`src/smbus_switch_params.svh`:
```
// Constants for the SMBus power-switch controller
`ifndef SMBUS_SWITCH_PARAMS_SVH
`define SMBUS_SWITCH_PARAMS_SVH

// Upper five bits of both channel addresses; then the address-select level, then the channel bit
`define CHAN_ADDR_HIGH   5'h14
`define CHAN_A_LSB       1'h0
`define CHAN_B_LSB       1'h1
`define POINTER_ADDR     7'h0c

// Command byte field positions
`define CMD_OP_BIT       7
`define CMD_SUP_ON_BIT   6
`define CMD_SUP_SRC_BIT  5
`define CMD_SUP_HIZ_BIT  4
`define CMD_PRG_ON_BIT   3
`define CMD_PRG_SRC_BIT  2
`define CMD_PRG_HIZ_BIT  1
`define CMD_MASK_BIT     0

// Reset values and byte geometry
`define CMD_RESET        8'h00
`define FAULT_RESET      5'h00
`define FAULT_TAIL       3'h0
`define POINTER_TAIL     1'h0
`define BIT_COUNT_RESET  4'h0
`define BIT_COUNT_ONE    4'h1
`define LAST_BIT_INDEX   4'h7
`define BYTE_BITS        4'h8

// Sync reset image: clock, data and suspend-select idle high, address select and faults low
`define SYNC_WIDTH       9
`define SYNC_INIT        9'h1c0

`endif

```
`src/smbus_switch_pkg.sv`:
```
// Types shared by the SMBus power-switch controller
package smbus_switch_pkg;

  typedef enum logic [1:0] {
    SUPPLY_GROUND = 2'b00,
    SUPPLY_FROM_X = 2'b01,
    SUPPLY_FROM_Y = 2'b10,
    SUPPLY_HIGHZ  = 2'b11
  } supply_mode_type;

  typedef enum logic [1:0] {
    PROG_GROUND    = 2'b00,
    PROG_FROM_CARD = 2'b01,
    PROG_FROM_12V  = 2'b10,
    PROG_HIGHZ     = 2'b11
  } program_mode_type;

  typedef struct packed {
    supply_mode_type  card_supply;
    program_mode_type program_supply;
  } switch_ctrl_type;

  typedef struct packed {
    logic catastrophic_fault;
    logic card_a_supply_fault;
    logic card_a_program_fault;
    logic card_b_supply_fault;
    logic card_b_program_fault;
  } fault_type;

  typedef enum logic [3:0] {
    BUS_IDLE    = 4'b0000,
    BUS_ADDR    = 4'b0001,
    BUS_ADDR_ACK= 4'b0010,
    BUS_WR_DATA = 4'b0011,
    BUS_WR_ACK  = 4'b0100,
    BUS_WR_DONE = 4'b0101,
    BUS_RD_DATA = 4'b0110,
    BUS_RD_ACK  = 4'b0111,
    BUS_IGNORE  = 4'b1000
  } bus_state_type;

  typedef enum logic [2:0] {
    TGT_NONE    = 3'b000,
    TGT_CMD_A   = 3'b001,
    TGT_CMD_B   = 3'b010,
    TGT_FAULTS  = 3'b011,
    TGT_POINTER = 3'b100
  } target_type;

endpackage

```
`src/pin_sync.sv`:
```
// Three-stage input synchroniser with agreement filter
`timescale 1ns/1ns
module pin_sync #(
  parameter int               WIDTH = 1,
  parameter logic [WIDTH-1:0] INIT  = '0
) (
  input  logic             CLK_SYS,
  input  logic             SYS_RST,
  input  logic [WIDTH-1:0] pin_in,
  output logic [WIDTH-1:0] pin_out
);
  typedef struct packed {
    logic [WIDTH-1:0] s1;
    logic [WIDTH-1:0] s2;
    logic [WIDTH-1:0] s3;
    logic [WIDTH-1:0] q;
  } sync_state_type;

  sync_state_type state;
  sync_state_type next_state;

  always_comb begin
    next_state    = state;
    next_state.s1 = pin_in;
    next_state.s2 = state.s1;
    next_state.s3 = state.s2;
    // Only stages two and three are compared; stage one may be metastable
    next_state.q  = (state.s2 == state.s3) ? state.s3 : state.q;
  end

  always_ff @(posedge CLK_SYS) begin
    if (SYS_RST) begin
      state <= {INIT, INIT, INIT, INIT};
    end else begin
      state <= next_state;
    end
  end

  assign pin_out = state.q;
endmodule

```
`src/switch_decode.sv`:
```
// Command byte to switch state decode for one socket
`timescale 1ns/1ns
`include "smbus_switch_params.svh"
module switch_decode (
  input  logic [7:0]                        cmd,
  output smbus_switch_pkg::switch_ctrl_type ctrl
);
  import smbus_switch_pkg::*;

  always_comb begin
    // High impedance overrides the on bit
    if (cmd[`CMD_SUP_HIZ_BIT]) begin
      ctrl.card_supply = SUPPLY_HIGHZ;
    end else if (cmd[`CMD_SUP_ON_BIT]) begin
      ctrl.card_supply = cmd[`CMD_SUP_SRC_BIT] ? SUPPLY_FROM_Y : SUPPLY_FROM_X;
    end else begin
      ctrl.card_supply = SUPPLY_GROUND;
    end
    if (cmd[`CMD_PRG_HIZ_BIT]) begin
      ctrl.program_supply = PROG_HIGHZ;
    end else if (cmd[`CMD_PRG_ON_BIT]) begin
      ctrl.program_supply = cmd[`CMD_PRG_SRC_BIT] ? PROG_FROM_12V : PROG_FROM_CARD;
    end else begin
      ctrl.program_supply = PROG_GROUND;
    end
  end
endmodule

```
`src/smbus_power_switch_ctrl.sv`:
```
// SMBus slave control logic of a dual-socket power switch
`timescale 1ns/1ns
`include "smbus_switch_params.svh"
module smbus_power_switch_ctrl (
  input  logic                              CLK_SYS,
  input  logic                              SYS_RST,
  input  logic                              SMB_CLK,
  input  logic                              SMB_DATA_IN,
  output logic                              SMB_DATA_OUT,
  output logic                              SMB_DATA_OE_N,
  output logic                              ALERT_OE_N,
  input  logic                              ADDRESS_SELECT_PIN,
  input  logic                              SUSPEND_SELECT_PIN,
  input  smbus_switch_pkg::fault_type       FAULT_IN,
  output smbus_switch_pkg::switch_ctrl_type CARD_A_CTRL,
  output smbus_switch_pkg::switch_ctrl_type CARD_B_CTRL
);
  import smbus_switch_pkg::*;

  typedef struct packed {
    logic                  scl_prev;
    logic                  sda_prev;
    bus_state_type         bus;
    logic [3:0]            cnt;
    logic [7:0]            shreg;
    logic [7:0]            rd_byte;
    target_type            target;
    logic                  ack_on;
    logic                  nack;
    logic                  sda_drive;
    logic [7:0]            op_a;
    logic [7:0]            op_b;
    logic [7:0]            sus_a;
    logic [7:0]            sus_b;
    fault_type             faults;
    logic                  alert;
    logic                  alert_chan_b;
    switch_ctrl_type [1:0] outs;
  } core_state_type;

  core_state_type        state;
  core_state_type        next_state;
  logic [8:0]            sync_q;
  logic                  scl;
  logic                  sda;
  logic                  susp_high;
  logic                  adr_sel;
  fault_type             live;
  logic                  scl_rise;
  logic                  scl_fall;
  logic                  start_det;
  logic                  stop_det;
  logic [7:0]            eff_cmd [2];
  switch_ctrl_type [1:0] decoded;
  logic [6:0]            addr_a;
  logic [6:0]            addr_b;
  logic                  fault_hit;

  pin_sync #(
    .WIDTH (`SYNC_WIDTH),
    .INIT  (`SYNC_INIT)
  ) u_sync (
    .CLK_SYS (CLK_SYS),
    .SYS_RST (SYS_RST),
    .pin_in  ({SMB_CLK, SMB_DATA_IN, SUSPEND_SELECT_PIN, ADDRESS_SELECT_PIN, FAULT_IN}),
    .pin_out (sync_q)
  );

  assign scl       = sync_q[8];
  assign sda       = sync_q[7];
  assign susp_high = sync_q[6];
  assign adr_sel   = sync_q[5];
  assign live      = sync_q[4:0];

  assign scl_rise  = scl & ~state.scl_prev;
  assign scl_fall  = ~scl & state.scl_prev;
  assign start_det = state.scl_prev & scl & state.sda_prev & ~sda;
  assign stop_det  = state.scl_prev & scl & ~state.sda_prev & sda;

  // Select level picks the address pair
  assign addr_a = {`CHAN_ADDR_HIGH, adr_sel, `CHAN_A_LSB};
  assign addr_b = {`CHAN_ADDR_HIGH, adr_sel, `CHAN_B_LSB};

  // Suspend pin chooses the latch set feeding the switches
  assign eff_cmd[0] = susp_high ? state.op_a : state.sus_a;
  assign eff_cmd[1] = susp_high ? state.op_b : state.sus_b;

  genvar ch;
  generate
    for (ch = 0; ch < 2; ch++) begin : g_chan
      switch_decode u_decode (
        .cmd  (eff_cmd[ch]),
        .ctrl (decoded[ch])
      );
    end
  endgenerate

  // Only channel A bit 0 masks
  assign fault_hit = (|live) & ~eff_cmd[0][`CMD_MASK_BIT];

  always_comb begin
    logic       clear_faults;
    logic       clear_alert;
    logic [6:0] addr;
    logic       rw;
    clear_faults        = 1'b0;
    clear_alert         = 1'b0;
    addr                = state.shreg[6:0];
    rw                  = sda;
    next_state          = state;
    next_state.scl_prev = scl;
    next_state.sda_prev = sda;
    next_state.outs     = decoded;

    if (start_det) begin
      // Any unfinished byte is dropped here
      next_state.bus       = BUS_ADDR;
      next_state.cnt       = `BIT_COUNT_RESET;
      next_state.ack_on    = 1'b0;
      next_state.sda_drive = 1'b0;
      next_state.target    = TGT_NONE;
    end else if (stop_det) begin
      if (state.bus == BUS_WR_DONE) begin
        // Bit 7 routes the byte
        if (state.target == TGT_CMD_A) begin
          if (state.shreg[`CMD_OP_BIT]) begin
            next_state.op_a = state.shreg;
          end else begin
            next_state.sus_a = state.shreg;
          end
        end else if (state.target == TGT_CMD_B) begin
          if (state.shreg[`CMD_OP_BIT]) begin
            next_state.op_b = state.shreg;
          end else begin
            next_state.sus_b = state.shreg;
          end
        end
      end
      next_state.bus       = BUS_IDLE;
      next_state.sda_drive = 1'b0;
    end else begin
      case (state.bus)
        BUS_ADDR: begin
          if (scl_rise) begin
            next_state.shreg = {state.shreg[6:0], sda};
            next_state.cnt   = state.cnt + `BIT_COUNT_ONE;
            if (state.cnt == `LAST_BIT_INDEX) begin
              // Eighth bit is the direction
              next_state.bus = BUS_ADDR_ACK;
              if (addr == addr_a) begin
                next_state.target = rw ? TGT_FAULTS : TGT_CMD_A;
              end else if (addr == addr_b && !rw) begin
                next_state.target = TGT_CMD_B;
              end else if (addr == `POINTER_ADDR && rw && state.alert) begin
                next_state.target = TGT_POINTER;
              end else begin
                next_state.target = TGT_NONE;
                next_state.bus    = BUS_IGNORE;
              end
              if (addr == addr_a && rw) begin
                // Snapshot then clear; live faults relatch below
                next_state.rd_byte = {state.faults, `FAULT_TAIL};
                clear_faults       = 1'b1;
              end else if (addr == `POINTER_ADDR && rw && state.alert) begin
                next_state.rd_byte = {`CHAN_ADDR_HIGH, adr_sel, state.alert_chan_b, `POINTER_TAIL};
                clear_alert        = 1'b1;
              end
            end
          end
        end
        BUS_ADDR_ACK, BUS_WR_ACK: begin
          if (scl_fall) begin
            if (!state.ack_on) begin
              next_state.ack_on    = 1'b1;
              next_state.sda_drive = 1'b1;
            end else begin
              next_state.ack_on = 1'b0;
              next_state.cnt    = `BIT_COUNT_RESET;
              if (state.bus == BUS_WR_ACK) begin
                next_state.sda_drive = 1'b0;
                next_state.bus       = BUS_WR_DONE;
              end else if (state.target == TGT_FAULTS || state.target == TGT_POINTER) begin
                next_state.shreg     = state.rd_byte;
                next_state.sda_drive = ~state.rd_byte[7];
                next_state.bus       = BUS_RD_DATA;
              end else begin
                next_state.sda_drive = 1'b0;
                next_state.bus       = BUS_WR_DATA;
              end
            end
          end
        end
        BUS_WR_DATA: begin
          if (scl_rise) begin
            next_state.shreg = {state.shreg[6:0], sda};
            next_state.cnt   = state.cnt + `BIT_COUNT_ONE;
            if (state.cnt == `LAST_BIT_INDEX) begin
              next_state.bus = BUS_WR_ACK;
            end
          end
        end
        BUS_RD_DATA: begin
          if (scl_rise) begin
            next_state.cnt = state.cnt + `BIT_COUNT_ONE;
          end else if (scl_fall) begin
            // Data changes only after the clock has fallen
            if (state.cnt == `BYTE_BITS) begin
              next_state.sda_drive = 1'b0;
              next_state.bus       = BUS_RD_ACK;
            end else begin
              next_state.shreg     = {state.shreg[6:0], 1'b0};
              next_state.sda_drive = ~state.shreg[6];
            end
          end
        end
        BUS_RD_ACK: begin
          if (scl_rise) begin
            next_state.nack = sda;
          end else if (scl_fall) begin
            if (state.nack) begin
              next_state.bus = BUS_IGNORE;
            end else begin
              // Host asked for more: the same byte is repeated
              next_state.shreg     = state.rd_byte;
              next_state.sda_drive = ~state.rd_byte[7];
              next_state.cnt       = `BIT_COUNT_RESET;
              next_state.bus       = BUS_RD_DATA;
            end
          end
        end
        default: begin
          // Idle, ignoring and waiting for stop after the single byte
          next_state.sda_drive = 1'b0;
        end
      endcase
    end

    // Fault flags: new faults win over the read clear
    next_state.faults = (clear_faults ? `FAULT_RESET : state.faults) | live;
    // Alert latches even if the fault goes away
    next_state.alert  = (state.alert & ~clear_alert) | fault_hit;
    if (fault_hit && (!state.alert || clear_alert)) begin
      next_state.alert_chan_b = ~(live.catastrophic_fault | live.card_a_supply_fault | live.card_a_program_fault);
    end
  end

  always_ff @(posedge CLK_SYS) begin
    if (SYS_RST) begin
      state              <= '0;
      state.scl_prev     <= 1'b1;
      state.sda_prev     <= 1'b1;
      state.bus          <= BUS_IDLE;
      state.target       <= TGT_NONE;
      state.op_a         <= `CMD_RESET;
      state.op_b         <= `CMD_RESET;
      state.sus_a        <= `CMD_RESET;
      state.sus_b        <= `CMD_RESET;
      state.faults       <= `FAULT_RESET;
    end else begin
      state <= next_state;
    end
  end

  assign SMB_DATA_OUT  = 1'b0;
  assign SMB_DATA_OE_N = ~state.sda_drive;
  assign ALERT_OE_N    = ~state.alert;
  assign CARD_A_CTRL   = state.outs[0];
  assign CARD_B_CTRL   = state.outs[1];
endmodule

```
`config.mk`:
```
export PLATFORM = sky130hd
export DESIGN_NAME = smbus_power_switch_ctrl
export DESIGN_NICKNAME = d
export VERILOG_FILES = /design/src/smbus_switch_pkg.sv /design/src/pin_sync.sv /design/src/switch_decode.sv /design/src/smbus_power_switch_ctrl.sv
export VERILOG_INCLUDE_DIRS = /design/src
export SDC_FILE = /design/constraint.sdc
export NUM_CORES = 1
export LEC_CHECK = 0
export BUFFER_PORTS_ARGS = -buffer_cell sky130_fd_sc_hd__buf_2
export CAP_MARGIN = 20
export CORE_MARGIN = 4
export CORE_UTILIZATION = 60
export DETAILED_ROUTE_END_ITERATION = 10
export GPL_TIMING_DRIVEN = 0
export PLACE_DENSITY_LB_ADDON = 0.15
export SYNTH_ARGS = -nofsm -noshare
export SYNTH_HDL_FRONTEND = slang
export SYNTH_SLANG_ARGS = --single-unit
```
`constraint.sdc`:
```
create_clock -name CLK_SYS -period 2.69 [get_ports CLK_SYS]
set_input_delay 0.1345 -clock CLK_SYS [delete_from_list [all_inputs] [get_ports CLK_SYS]]
set_output_delay 0.1345 -clock CLK_SYS [all_outputs]
set_load 0.02 [all_outputs]
```
Word level (Yosys, flattened, before mapping)
Index checks and enable logic that the tools add are counted.
{"block": "classes", "n_addsub": 1, "n_eq_ne": 44, "n_mux": 80, "bitwise": 29, "reduce_logical": 30}
{"operator": "16-bit 2-to-1 mux", "count": 5}
{"operator": "16-bit case mux with 5 select lines", "count": 1}
{"operator": "8-bit 2-to-1 mux", "count": 7}
{"operator": "4-bit 2-to-1 mux", "count": 11}
{"operator": "4-bit inequality test (second input constant)", "count": 11}
{"operator": "2-bit inequality test (second input constant)", "count": 16}
{"operator": "1-bit 2-to-1 mux", "count": 29}
{"operator": "27-bit 2-to-1 mux", "count": 1}
{"operator": "2-bit 2-to-1 mux", "count": 13}
{"operator": "25-bit 2-to-1 mux", "count": 1}
{"operator": "12-bit AND reduction", "count": 2}
{"operator": "11-bit 2-to-1 mux", "count": 2}
{"operator": "4-bit by 3-bit == test with 1-bit output (second input constant)", "count": 5}
{"operator": "6-bit AND reduction", "count": 3}
{"operator": "1-bit inverter", "count": 16}
{"operator": "15-bit AND reduction", "count": 1}
{"operator": "7-bit == test", "count": 2}
{"operator": "7-bit 2-to-1 mux", "count": 2}
{"operator": "12-bit 2-to-1 mux", "count": 1}
{"operator": "3-bit 2-to-1 mux", "count": 4}
{"operator": "5-bit 2-to-1 mux", "count": 2}
{"operator": "10-bit AND reduction", "count": 1}
{"operator": "5-bit AND reduction", "count": 2}
{"operator": "1-bit AND", "count": 9}
{"operator": "24 further kinds", "count": 37}
{"block": "word_totals", "reg_bits": 111, "input_bits": 11, "output_inout_bits": 11}

Depth between registers and ports, before layout
Gate-level depths: netlist of the first run.
{"block": "depth", "word_depth": 13, "depth_mapped": 8, "ltp_nobuf": 7}

Hierarchy
From an unflattened synthesis of the first run, not the netlist that was laid out.
{"block": "hier_totals", "cells_unflattened": 578, "area_unflattened_um2": 5158.7}
{"mod": "smbus_power_switch_ctrl", "n_inst": 1, "cells_per_inst": 450, "area_each_um2": 3809.9}
{"mod": "pin_sync", "n_inst": 1, "cells_per_inst": 116, "area_each_um2": 1268.7}
{"mod": "switch_decode", "n_inst": 2, "cells_per_inst": 6, "area_each_um2": 40.0}

Least setup slack after synthesis of the first run
No wires, ideal clock.
{"block": "synth_timing", "path_type": "reg-to-reg", "start": "register state[73] in the netlist's numbering", "end": "register state[8] in the netlist's numbering", "setup_ps": 70, "arrival_time_ps": 2091, "required_time_ps": 2620, "slack_ps": 528, "path_stages_with_launch": 7, "n_path_buf": 1, "path_cell_list": "dfxtp_1 -> or3b_1 -> or4_1 -> buf_2 -> or2_1 -> a2111oi_2 -> o21bai_1"}
{"block": "synth_via", "elab_chain_len": 6}
{"element": "start: declaration", "line_no": "smbus_power_switch_ctrl.sv:41", "source": "core_state_type state;"}
{"element": "start signal: assignment", "line_no": "smbus_power_switch_ctrl.sv:260", "source": "state <= next_state;"}
{"element": "4-bit by 1-bit == test with 1-bit output", "line_no": "smbus_power_switch_ctrl.sv:142", "source": "case (state.bus)"}
{"element": "1-bit 2-to-1 mux", "line_no": "smbus_power_switch_ctrl.sv:142"}
{"element": "1-bit 2-to-1 mux", "line_no": "smbus_power_switch_ctrl.sv:122", "source": "end else if (stop_det) begin"}
{"element": "1-bit 2-to-1 mux", "line_no": "smbus_power_switch_ctrl.sv:115", "source": "if (start_det) begin"}
{"element": "1-bit logical OR", "line_no": "smbus_power_switch_ctrl.sv:242", "source": "if (fault_hit && (!state.alert || clear_alert)) begin"}
{"element": "1-bit logical AND", "line_no": "smbus_power_switch_ctrl.sv:242"}
No other way between the ends.
A chain may end at the register's enable or synchronous reset.

Worst setup path in the final report of the first run
{"block": "layout_timing", "start": "register u_sync.state (netlist bit u_sync.pin_out[7])", "end": "register state[24] in the netlist's numbering"}
{"block": "layout_via", "elab_chain_len": 4}
{"element": "start: declaration", "line_no": "pin_sync.sv:19", "source": "sync_state_type state;"}
{"element": "start signal: assignment", "line_no": "pin_sync.sv:33", "source": "state <= {INIT, INIT, INIT, INIT};"}
{"element": "start signal: assignment", "line_no": "pin_sync.sv:35", "source": "state <= next_state;"}
{"element": "1-bit inverter", "line_no": "smbus_power_switch_ctrl.sv:77", "source": "assign start_det = state.scl_prev & scl & state.sda_prev & ~sda;"}
{"element": "1-bit AND", "line_no": "smbus_power_switch_ctrl.sv:77"}
{"element": "1-bit inverter (no line)"}
{"element": "5-bit AND reduction (no line) (*)"}
Every way passes the cells marked *; elsewhere a longest branch is shown, timed or not.

==> impl_metrics.xml, run 1 <==
<?xml version="1.0" encoding="UTF-8"?>
<metrics>
  <group name="setup_path">
    <metric name="regToRegSetupSlack" unit="ns">0.15</metric>
    <metric name="path_depth" unit="">7</metric>
    <metric name="critical-path-slowest-cell" unit="">or4_1</metric>
    <metric name="worst_r2r_startpoint" unit="">u_sync.pin_out[7]</metric>
    <metric name="critical_path_peak_fanout" unit="">10</metric>
    <metric name="worst_r2r_endpoint" unit="">state[24]</metric>
    <metric name="critPathMaxStageDelay" unit="ns">0.61</metric>
    <metric name="cp_cell_instances" unit="">buf_2 -&gt; nand4b_1 -&gt; or4_1 -&gt; nor4b_1 -&gt; clkbuf_4 -&gt; mux2i_1 -&gt; nor2_1</metric>
    <metric name="timing.setup.critical_path_class" unit="">reg2reg</metric>
    <metric name="timing.critical_path.from_type" unit="">flip-flop</metric>
    <metric name="cp_top_family" unit="">simple AND/OR/NAND/NOR gates</metric>
    <metric name="crit_buf_inv" unit="">2</metric>
    <metric name="reg2reg_depth" unit="">7</metric>
    <metric name="cp.arrival" unit="ns">2.78</metric>
    <metric name="crit_path_end_kind" unit="">flip-flop</metric>
    <metric name="cp_data_required_time" unit="ns">2.93</metric>
  </group>
  <group name="floorplanning">
    <metric name="die_area" unit="µm²">9420</metric>
    <metric name="initial_util" unit="">0.616</metric>
    <metric name="die_span_x" unit="µm">97.1</metric>
    <metric name="top_level_ports" unit="">22</metric>
    <metric name="placeableCoreArea" unit="µm²">7730</metric>
    <metric name="die_y" unit="µm">97.1</metric>
    <metric name="placement_rows" unit="">32</metric>
  </group>
  <group name="worst_hold_path">
    <metric name="min_path_type" unit="">in2reg</metric>
    <metric name="timing.hold.worst_endpoint" unit="">state[68]</metric>
    <metric name="min_delay_path_depth" unit="">3</metric>
    <metric name="min-delay-start" unit="">SYS_RST</metric>
  </group>
  <group name="logic_synthesis">
    <metric name="synth.most_common_cell" unit="">dfxtp_1</metric>
    <metric name="biggest_area_contributors_in_the_synthesized_netlist" unit="">dfxtp_1, mux2i_1, nor2_1</metric>
    <metric name="yosysWarningCount" unit="">0</metric>
    <metric name="yosys_most_used_dff" unit="">dfxtp_1</metric>
    <metric name="ys_seq_elements" unit="">108</metric>
    <metric name="synth_sequential_area_ratio" unit="">0.454</metric>
    <metric name="mapped_area" unit="µm²">4760</metric>
    <metric name="netlist_instances" unit="">519</metric>
    <metric name="synth.lib_cells_used.distinct" unit="">66</metric>
    <metric name="syn-num-nets" unit="">532</metric>
    <metric name="post-synth-top-area-cell" unit="">dfxtp_1</metric>
    <metric name="post-synth-top-area-fraction" unit="">0.454</metric>
    <metric name="yosys-top-cells-count" unit="">dfxtp_1, nor2_1, mux2i_1</metric>
    <metric name="synth-async-reset-ratio" unit="">0</metric>
    <metric name="synth_edf_count" unit="">0</metric>
    <metric name="avgSynthCellArea" unit="µm²">9.17</metric>
  </group>
  <group name="drt">
    <metric name="drc" unit="">0</metric>
    <metric name="ant_nets" unit="">0</metric>
    <metric name="initialDrtViolationCount" unit="">262</metric>
    <metric name="vias_per_cell" unit="">5.83</metric>
    <metric name="drt_wl_total" unit="mm">10.7</metric>
    <metric name="num_vias" unit="">3859</metric>
    <metric name="wl_per_cell" unit="µm">16.2</metric>
    <metric name="detail_route.first_pass.iterations" unit="">5</metric>
  </group>
  <group name="global_routing">
    <metric name="grt_first_pass_wirelength" unit="mm">17.9</metric>
    <metric name="vias_in_the_first_global_route" unit="">3663</metric>
    <metric name="groute.usage.overall" unit="">0.232</metric>
    <metric name="total_gr_overflow" unit="">0</metric>
    <metric name="grt_antenna_before_repair" unit="">0</metric>
    <metric name="grt_start_max_net_pins" unit="">17</metric>
  </group>
  <group name="sta">
    <metric name="setup_repair_after_global_routing_missed_its_margin" unit="">false</metric>
    <metric name="setup_total_negative_slack" unit="ns">0</metric>
    <metric name="slew_headroom" unit="">0.388</metric>
    <metric name="hold_viol_final" unit="">0</metric>
    <metric name="maxSlewViolCount" unit="">0</metric>
    <metric name="final_critical_path_setup_slack" unit="ns">0.149</metric>
    <metric name="finClkSkew" unit="ns">0.0132</metric>
    <metric name="max_freq" unit="MHz">393</metric>
    <metric name="layout_min_cycle_time" unit="ns">2.54</metric>
    <metric name="setup_viol_count_final" unit="">0</metric>
    <metric name="least_margin_pin_slew" unit="ns">0.912</metric>
    <metric name="tcrit_tclk_final" unit="">0.945</metric>
  </group>
  <group name="cts">
    <metric name="clock_tree.htree_level_count" unit="">3</metric>
    <metric name="cts_max_path_buffers" unit="">2</metric>
    <metric name="cts_sinks" unit="">108</metric>
    <metric name="tritoncts_clock_tree" unit="">yes</metric>
    <metric name="cts_root_buffer" unit="">clkbuf_8</metric>
    <metric name="clock_insertion_delay_worst_skew" unit="ns">0.37</metric>
    <metric name="worst_setup_hold_path_clk_slew" unit="ns">0.10</metric>
    <metric name="cts_inserted_buffers" unit="">9</metric>
  </group>
  <group name="placement">
    <metric name="gp_congestion" unit="">0.922</metric>
    <metric name="io_buffers" unit="">20</metric>
    <metric name="pre_cts_slack" unit="ns">0.130</metric>
    <metric name="dp_hpwl" unit="mm">7.74</metric>
    <metric name="post_dp_cell_area" unit="µm²">4990</metric>
  </group>
  <group name="finish">
    <metric name="proportion_of_layout_cells_with_a_drive_suffix_above_1" unit="">0.120</metric>
    <metric name="post-route-util" unit="">0.683</metric>
    <metric name="num-nets-final" unit="">571</metric>
    <metric name="area_growth" unit="%">10.9</metric>
    <metric name="final_area" unit="µm²">5280</metric>
    <metric name="n_antenna_cell" unit="">0</metric>
  </group>
  <group name="run">
    <metric name="max-cap-violations" unit="">0</metric>
  </group>
  <group name="power">
    <metric name="power_density" unit="nW/µm²">562</metric>
    <metric name="irDropWorstVdd" unit="mV">0.366</metric>
    <metric name="total_power" unit="mW">2.97</metric>
    <metric name="cellLeakagePower" unit="nW">2.04</metric>
  </group>
  <group name="run_status">
    <metric name="outcome" unit="">completed</metric>
  </group>
</metrics>
tightest hold or removal path: stages:
cell and delay [ns]:
buf_2 0.09, clkbuf_1 0.34, a311oi_1 0.08
worst max-delay path by stage:
stage / start / to / slack [ns]
2_1_floorplan: state[73] / state[8] / 0.53
3_3_place_gp: u_sync.pin_out[8] / state[29] / 0.17
3_5_place_dp: u_sync.pin_out[8] / state[24] / 0.13
4_1_cts: u_sync.pin_out[8] / state[23] / 0.10
5_1_grt: u_sync.pin_out[7] / state[26] / 0.004
6_report: u_sync.pin_out[7] / state[24] / 0.15
state kept, by name (all words and copies together), names as in the netlist:
| register | flops |
|---|---|
| u_sync.pin_out | 9 |
| u_sync.next_state | 18 |
| CARD_B_CTRL | 4 |
| CARD_A_CTRL | 4 |
| u_sync.state | 9 |
| state | 64 |
cells in the final DEF (no fill, tap or decap), types with 3 or more instances in the layout:
| master | n |
|---|---|
| a211o_1 | 5 |
| a21oi_1 | 34 |
| buf_1 | 4 |
| dlygate4sd3_1 | 9 |
| o21bai_1 | 4 |
| nor4_1 | 3 |
| clkbuf_8 | 9 |
| o21a_1 | 3 |
| nand4_1 | 4 |
| xor2_1 | 9 |
| clkbuf_1 | 25 |
| nor2b_1 | 26 |
| buf_2 | 24 |
| or2_2 | 12 |
| dfxtp_1 | 108 |
| a311oi_1 | 8 |
| mux2i_1 | 38 |
| inv_1 | 24 |
| nor2_1 | 52 |
| a22oi_1 | 7 |
| nand2b_1 | 10 |
| a311oi_2 | 3 |
| and2_1 | 3 |
| nand2_1 | 16 |
| and3_1 | 3 |
| a211oi_1 | 11 |
| nor3_1 | 16 |
| buf_4 | 10 |
| o21ai_0 | 9 |
| nand3_1 | 9 |
| or2_1 | 3 |
| nand4b_1 | 5 |
| xnor2_1 | 5 |
power by group:
group,switching [mW],internal (mW),leakage (nW)
clock,0.526,0.513,0.0977
combinational,0.157,0.109,1.07
sequential,0.0250,1.63,0.876
total,0.709,2.26,2.04
layout make-up:
| class | instances | area [µm²] |
|---|---|---|
| tap | 102 | 128 |
| inverter | 24 | 90.1 |
| multi-input combinational | 342 | 2300 |
| sequential | 108 | 2160 |
| clock inverter | 4 | 76.3 |
| clock buffer | 9 | 124 |
| timing repair buffer | 29 | 190 |
| buffer | 44 | 211 |
| fill | 658 | 2450 |
cells by family after synthesis:
kind of cell	count (synthesis)	synth area share
AOI/OAI and AO/OA	110	0.167
xor gates and xnor gates	14	0.0258
adders and majority gates	2	0.00526
buffers and inverters	69	0.0636
DFF	108	0.454
muxes	39	0.0823
other	1	0.000788
and+or+nand+nor	176	0.201
through the flow:
| stage | hold slack [ns] | instances |
|---|---|---|
| finish | 0.332 | 662 |
| global route | 0.377 | 662 |
| CTS | 0.332 | 663 |
| detailed placement | 0.320 | 641 |
| global placement | 0.316 | 641 |
| floorplan | 0.238 | 519 |
per-layer routing:
metal  up-vias  track usage  wire length, µm
met1      1834        0.308             4990
met5         -            0                0
li1       1893            -                -
met3        14       0.0416              554
met2       118        0.382             5000
met4         0       0.0799              172
what timing repair did:
item | 4_1_cts | 5_1_grt
hold buffers | 9 | 0
gates resized for setup | 0 | 1
buffers inserted | 0 | 0
hold endpoints to repair | 9 | 0
endpoints found under the setup margin | 0 | 8
No activity file was read; power rests on OpenSTA's default activity.
==> run 2: changes to the inputs <==
--- a/config.mk
+++ b/config.mk
@@ -9,7 +9,7 @@
 export BUFFER_PORTS_ARGS = -buffer_cell sky130_fd_sc_hd__buf_2
 export CAP_MARGIN = 20
 export CORE_MARGIN = 4
-export CORE_UTILIZATION = 60
+export CORE_UTILIZATION = 40
 export DETAILED_ROUTE_END_ITERATION = 10
 export GPL_TIMING_DRIVEN = 0
 export PLACE_DENSITY_LB_ADDON = 0.15
==> run 2 against run 1 <==
  * Register-to-register slack better by 0.06 ns
  * Worst setup slack improved by 0.057 ns
  * Sequential cell count unchanged
  * Routed wire length increased by 3.2%
  * Utilization shrank 21 points
  * Highest routed layer unchanged
  * Critical path type unchanged
  * Sequential share of layout area fell by 1.2 points
==> impl_metrics.xml, run 2 (synthesis gave the netlist of run 1 again) <==
<?xml version="1.0" encoding="UTF-8"?>
<metrics>
  <group name="worst_hold_path">
    <metric name="min_path_type" unit="">in2reg</metric>
  </group>
  <group name="setup_path">
    <metric name="cp_top_family" unit="">simple AND/OR/NAND/NOR gates</metric>
    <metric name="crit_path_end_kind" unit="">flip-flop</metric>
    <metric name="cp_data_required_time" unit="ns">2.92</metric>
    <metric name="timing.setup.critical_path_class" unit="">reg2reg</metric>
    <metric name="cp_cell_instances" unit="">or3b_1 -&gt; or4_1 -&gt; nor4b_4 -&gt; mux2i_1 -&gt; nor2_1</metric>
    <metric name="critPathMaxStageDelay" unit="ns">0.60</metric>
    <metric name="crit_buf_inv" unit="">0</metric>
    <metric name="cp.arrival" unit="ns">2.72</metric>
    <metric name="critical_path_peak_fanout" unit="">8</metric>
    <metric name="critical-path-slowest-cell" unit="">nor4b_4</metric>
    <metric name="timing.critical_path.from_type" unit="">flip-flop</metric>
  </group>
  <group name="cts">
    <metric name="cts_max_path_buffers" unit="">2</metric>
    <metric name="worst_setup_hold_path_clk_slew" unit="ns">0.07</metric>
    <metric name="cts_inserted_buffers" unit="">9</metric>
    <metric name="cts_sinks" unit="">108</metric>
    <metric name="clock_tree.htree_level_count" unit="">3</metric>
    <metric name="clock_insertion_delay_worst_skew" unit="ns">0.35</metric>
    <metric name="tritoncts_clock_tree" unit="">yes</metric>
    <metric name="cts_root_buffer" unit="">clkbuf_16</metric>
  </group>
  <group name="sta">
    <metric name="setup_total_negative_slack" unit="ns">0</metric>
    <metric name="setup_viol_count_final" unit="">0</metric>
    <metric name="max_freq" unit="MHz">402</metric>
    <metric name="slew_headroom" unit="">0.440</metric>
    <metric name="tcrit_tclk_final" unit="">0.924</metric>
    <metric name="finClkSkew" unit="ns">0.00575</metric>
    <metric name="setup_repair_after_global_routing_missed_its_margin" unit="">false</metric>
    <metric name="hold_viol_final" unit="">0</metric>
    <metric name="least_margin_pin_slew" unit="ns">0.834</metric>
    <metric name="layout_min_cycle_time" unit="ns">2.48</metric>
    <metric name="maxSlewViolCount" unit="">0</metric>
  </group>
  <group name="power">
    <metric name="power_density" unit="nW/µm²">615</metric>
    <metric name="total_power" unit="mW">3.35</metric>
    <metric name="irDropWorstVdd" unit="mV">0.478</metric>
    <metric name="cellLeakagePower" unit="nW">2.10</metric>
  </group>
  <group name="floorplanning">
    <metric name="placeableCoreArea" unit="µm²">11500</metric>
    <metric name="die_y" unit="µm">117</metric>
    <metric name="die_area" unit="µm²">13700</metric>
    <metric name="placement_rows" unit="">39</metric>
    <metric name="die_span_x" unit="µm">117</metric>
    <metric name="initial_util" unit="">0.413</metric>
    <metric name="top_level_ports" unit="">22</metric>
  </group>
  <group name="global_routing">
    <metric name="total_gr_overflow" unit="">0</metric>
    <metric name="groute.usage.overall" unit="">0.173</metric>
    <metric name="grt_start_max_net_pins" unit="">18</metric>
    <metric name="grt_antenna_before_repair" unit="">0</metric>
    <metric name="grt_first_pass_wirelength" unit="mm">18.3</metric>
    <metric name="vias_in_the_first_global_route" unit="">3643</metric>
  </group>
  <group name="finish">
    <metric name="layout.cells.most_common_list" unit="">dfxtp_1, nor2_1, mux2i_1</metric>
    <metric name="area_growth" unit="%">14.3</metric>
    <metric name="final_common_cell" unit="">dfxtp_1</metric>
    <metric name="post-route-util" unit="">0.472</metric>
    <metric name="n_antenna_cell" unit="">0</metric>
    <metric name="proportion_of_layout_cells_with_a_drive_suffix_above_1" unit="">0.123</metric>
    <metric name="num-nets-final" unit="">570</metric>
    <metric name="largest-register" unit="">state</metric>
    <metric name="flip_flop_count_of_the_largest_register_after_layout" unit="">64</metric>
  </group>
  <group name="placement">
    <metric name="dp_hpwl" unit="mm">7.89</metric>
    <metric name="gp_congestion" unit="">0.880</metric>
    <metric name="io_buffers" unit="">20</metric>
  </group>
  <group name="drt">
    <metric name="drc" unit="">0</metric>
    <metric name="initialDrtViolationCount" unit="">168</metric>
    <metric name="vias_per_cell" unit="">5.31</metric>
    <metric name="wl_per_cell" unit="µm">15.7</metric>
    <metric name="num_vias" unit="">3743</metric>
    <metric name="drt_wl_total" unit="mm">11.0</metric>
    <metric name="ant_nets" unit="">0</metric>
    <metric name="detail_route.first_pass.iterations" unit="">5</metric>
  </group>
  <group name="run_status">
    <metric name="outcome" unit="">completed</metric>
  </group>
  <group name="run">
    <metric name="max-cap-violations" unit="">0</metric>
  </group>
</metrics>
[run 2: per-layer routing]
metal,track usage,share of wire,routed length (µm),vias to the layer above
met5,0,0,0,-
met4,0.0757,0.017,192,0
met3,0.0334,0.035,386,13
met2,0.268,0.45,4970,65
met1,0.236,0.50,5500,1766
li1,-,-,-,1899
[run 2: cell type report]
cell class              count  area [µm²]
plain buffers              44         209
clock buffers              11         233
clock inverters             5        85.1
fillers                  1136        6080
inverters                  24        90.1
multi-input cells         342        2300
flip-flops and latches    108        2160
well taps                 143         179
repair buffers             28         180
[run 2: metrics by stage]
| step | setup slack, ns | hold slack, ns | cells | area [µm²] |
|---|---|---|---|---|
| 3_3_place_gp | 0.0163 | 0.319 | 682 | 5040 |
| 3_5_place_dp | 0.0308 | 0.319 | 682 | 5040 |
| 2_1_floorplan | 0.528 | 0.238 | 519 | 4760 |
| 4_1_cts | 0.00711 | 0.00398 | 706 | 5440 |
| 5_1_grt | 0.00315 | 0.0203 | 705 | 5440 |
| 6_report | 0.205 | 0.0117 | 705 | 5440 |
[run 2: timing repair]
action	in CTS	in global routing
setup endpoints to repair	0	9
buffers inserted	0	0
resized for setup	0	1
hold buffers	8	0
hold endpoints to repair	8	0
[run 2: final timing paths]
kind                    startpoint               endpoint  slack (ns)  cells past startpoint
max                      state[73]              state[16]        0.21                      5
max reg2reg              state[73]              state[16]        0.21                      5
min reg2reg  u_sync.next_state[24]  u_sync.next_state[15]        0.41                      1
min                    FAULT_IN[3]  u_sync.next_state[21]        0.01                      2
[run 2: worst reg2reg max path: stages, from the launching register on]
cell,delay (ns)
dfxtp_1,0.46
or3b_1,0.46
or4_1,0.52
nor4b_4,0.60
mux2i_1,0.26
nor2_1,0.05
[run 2: power by group]
part / leakage [nW] / internal, mW / switching [mW]
Combinational: 1.06 / 0.108 / 0.156
Clock: 0.156 / 0.824 / 0.600
Sequential: 0.876 / 1.63 / 0.0252
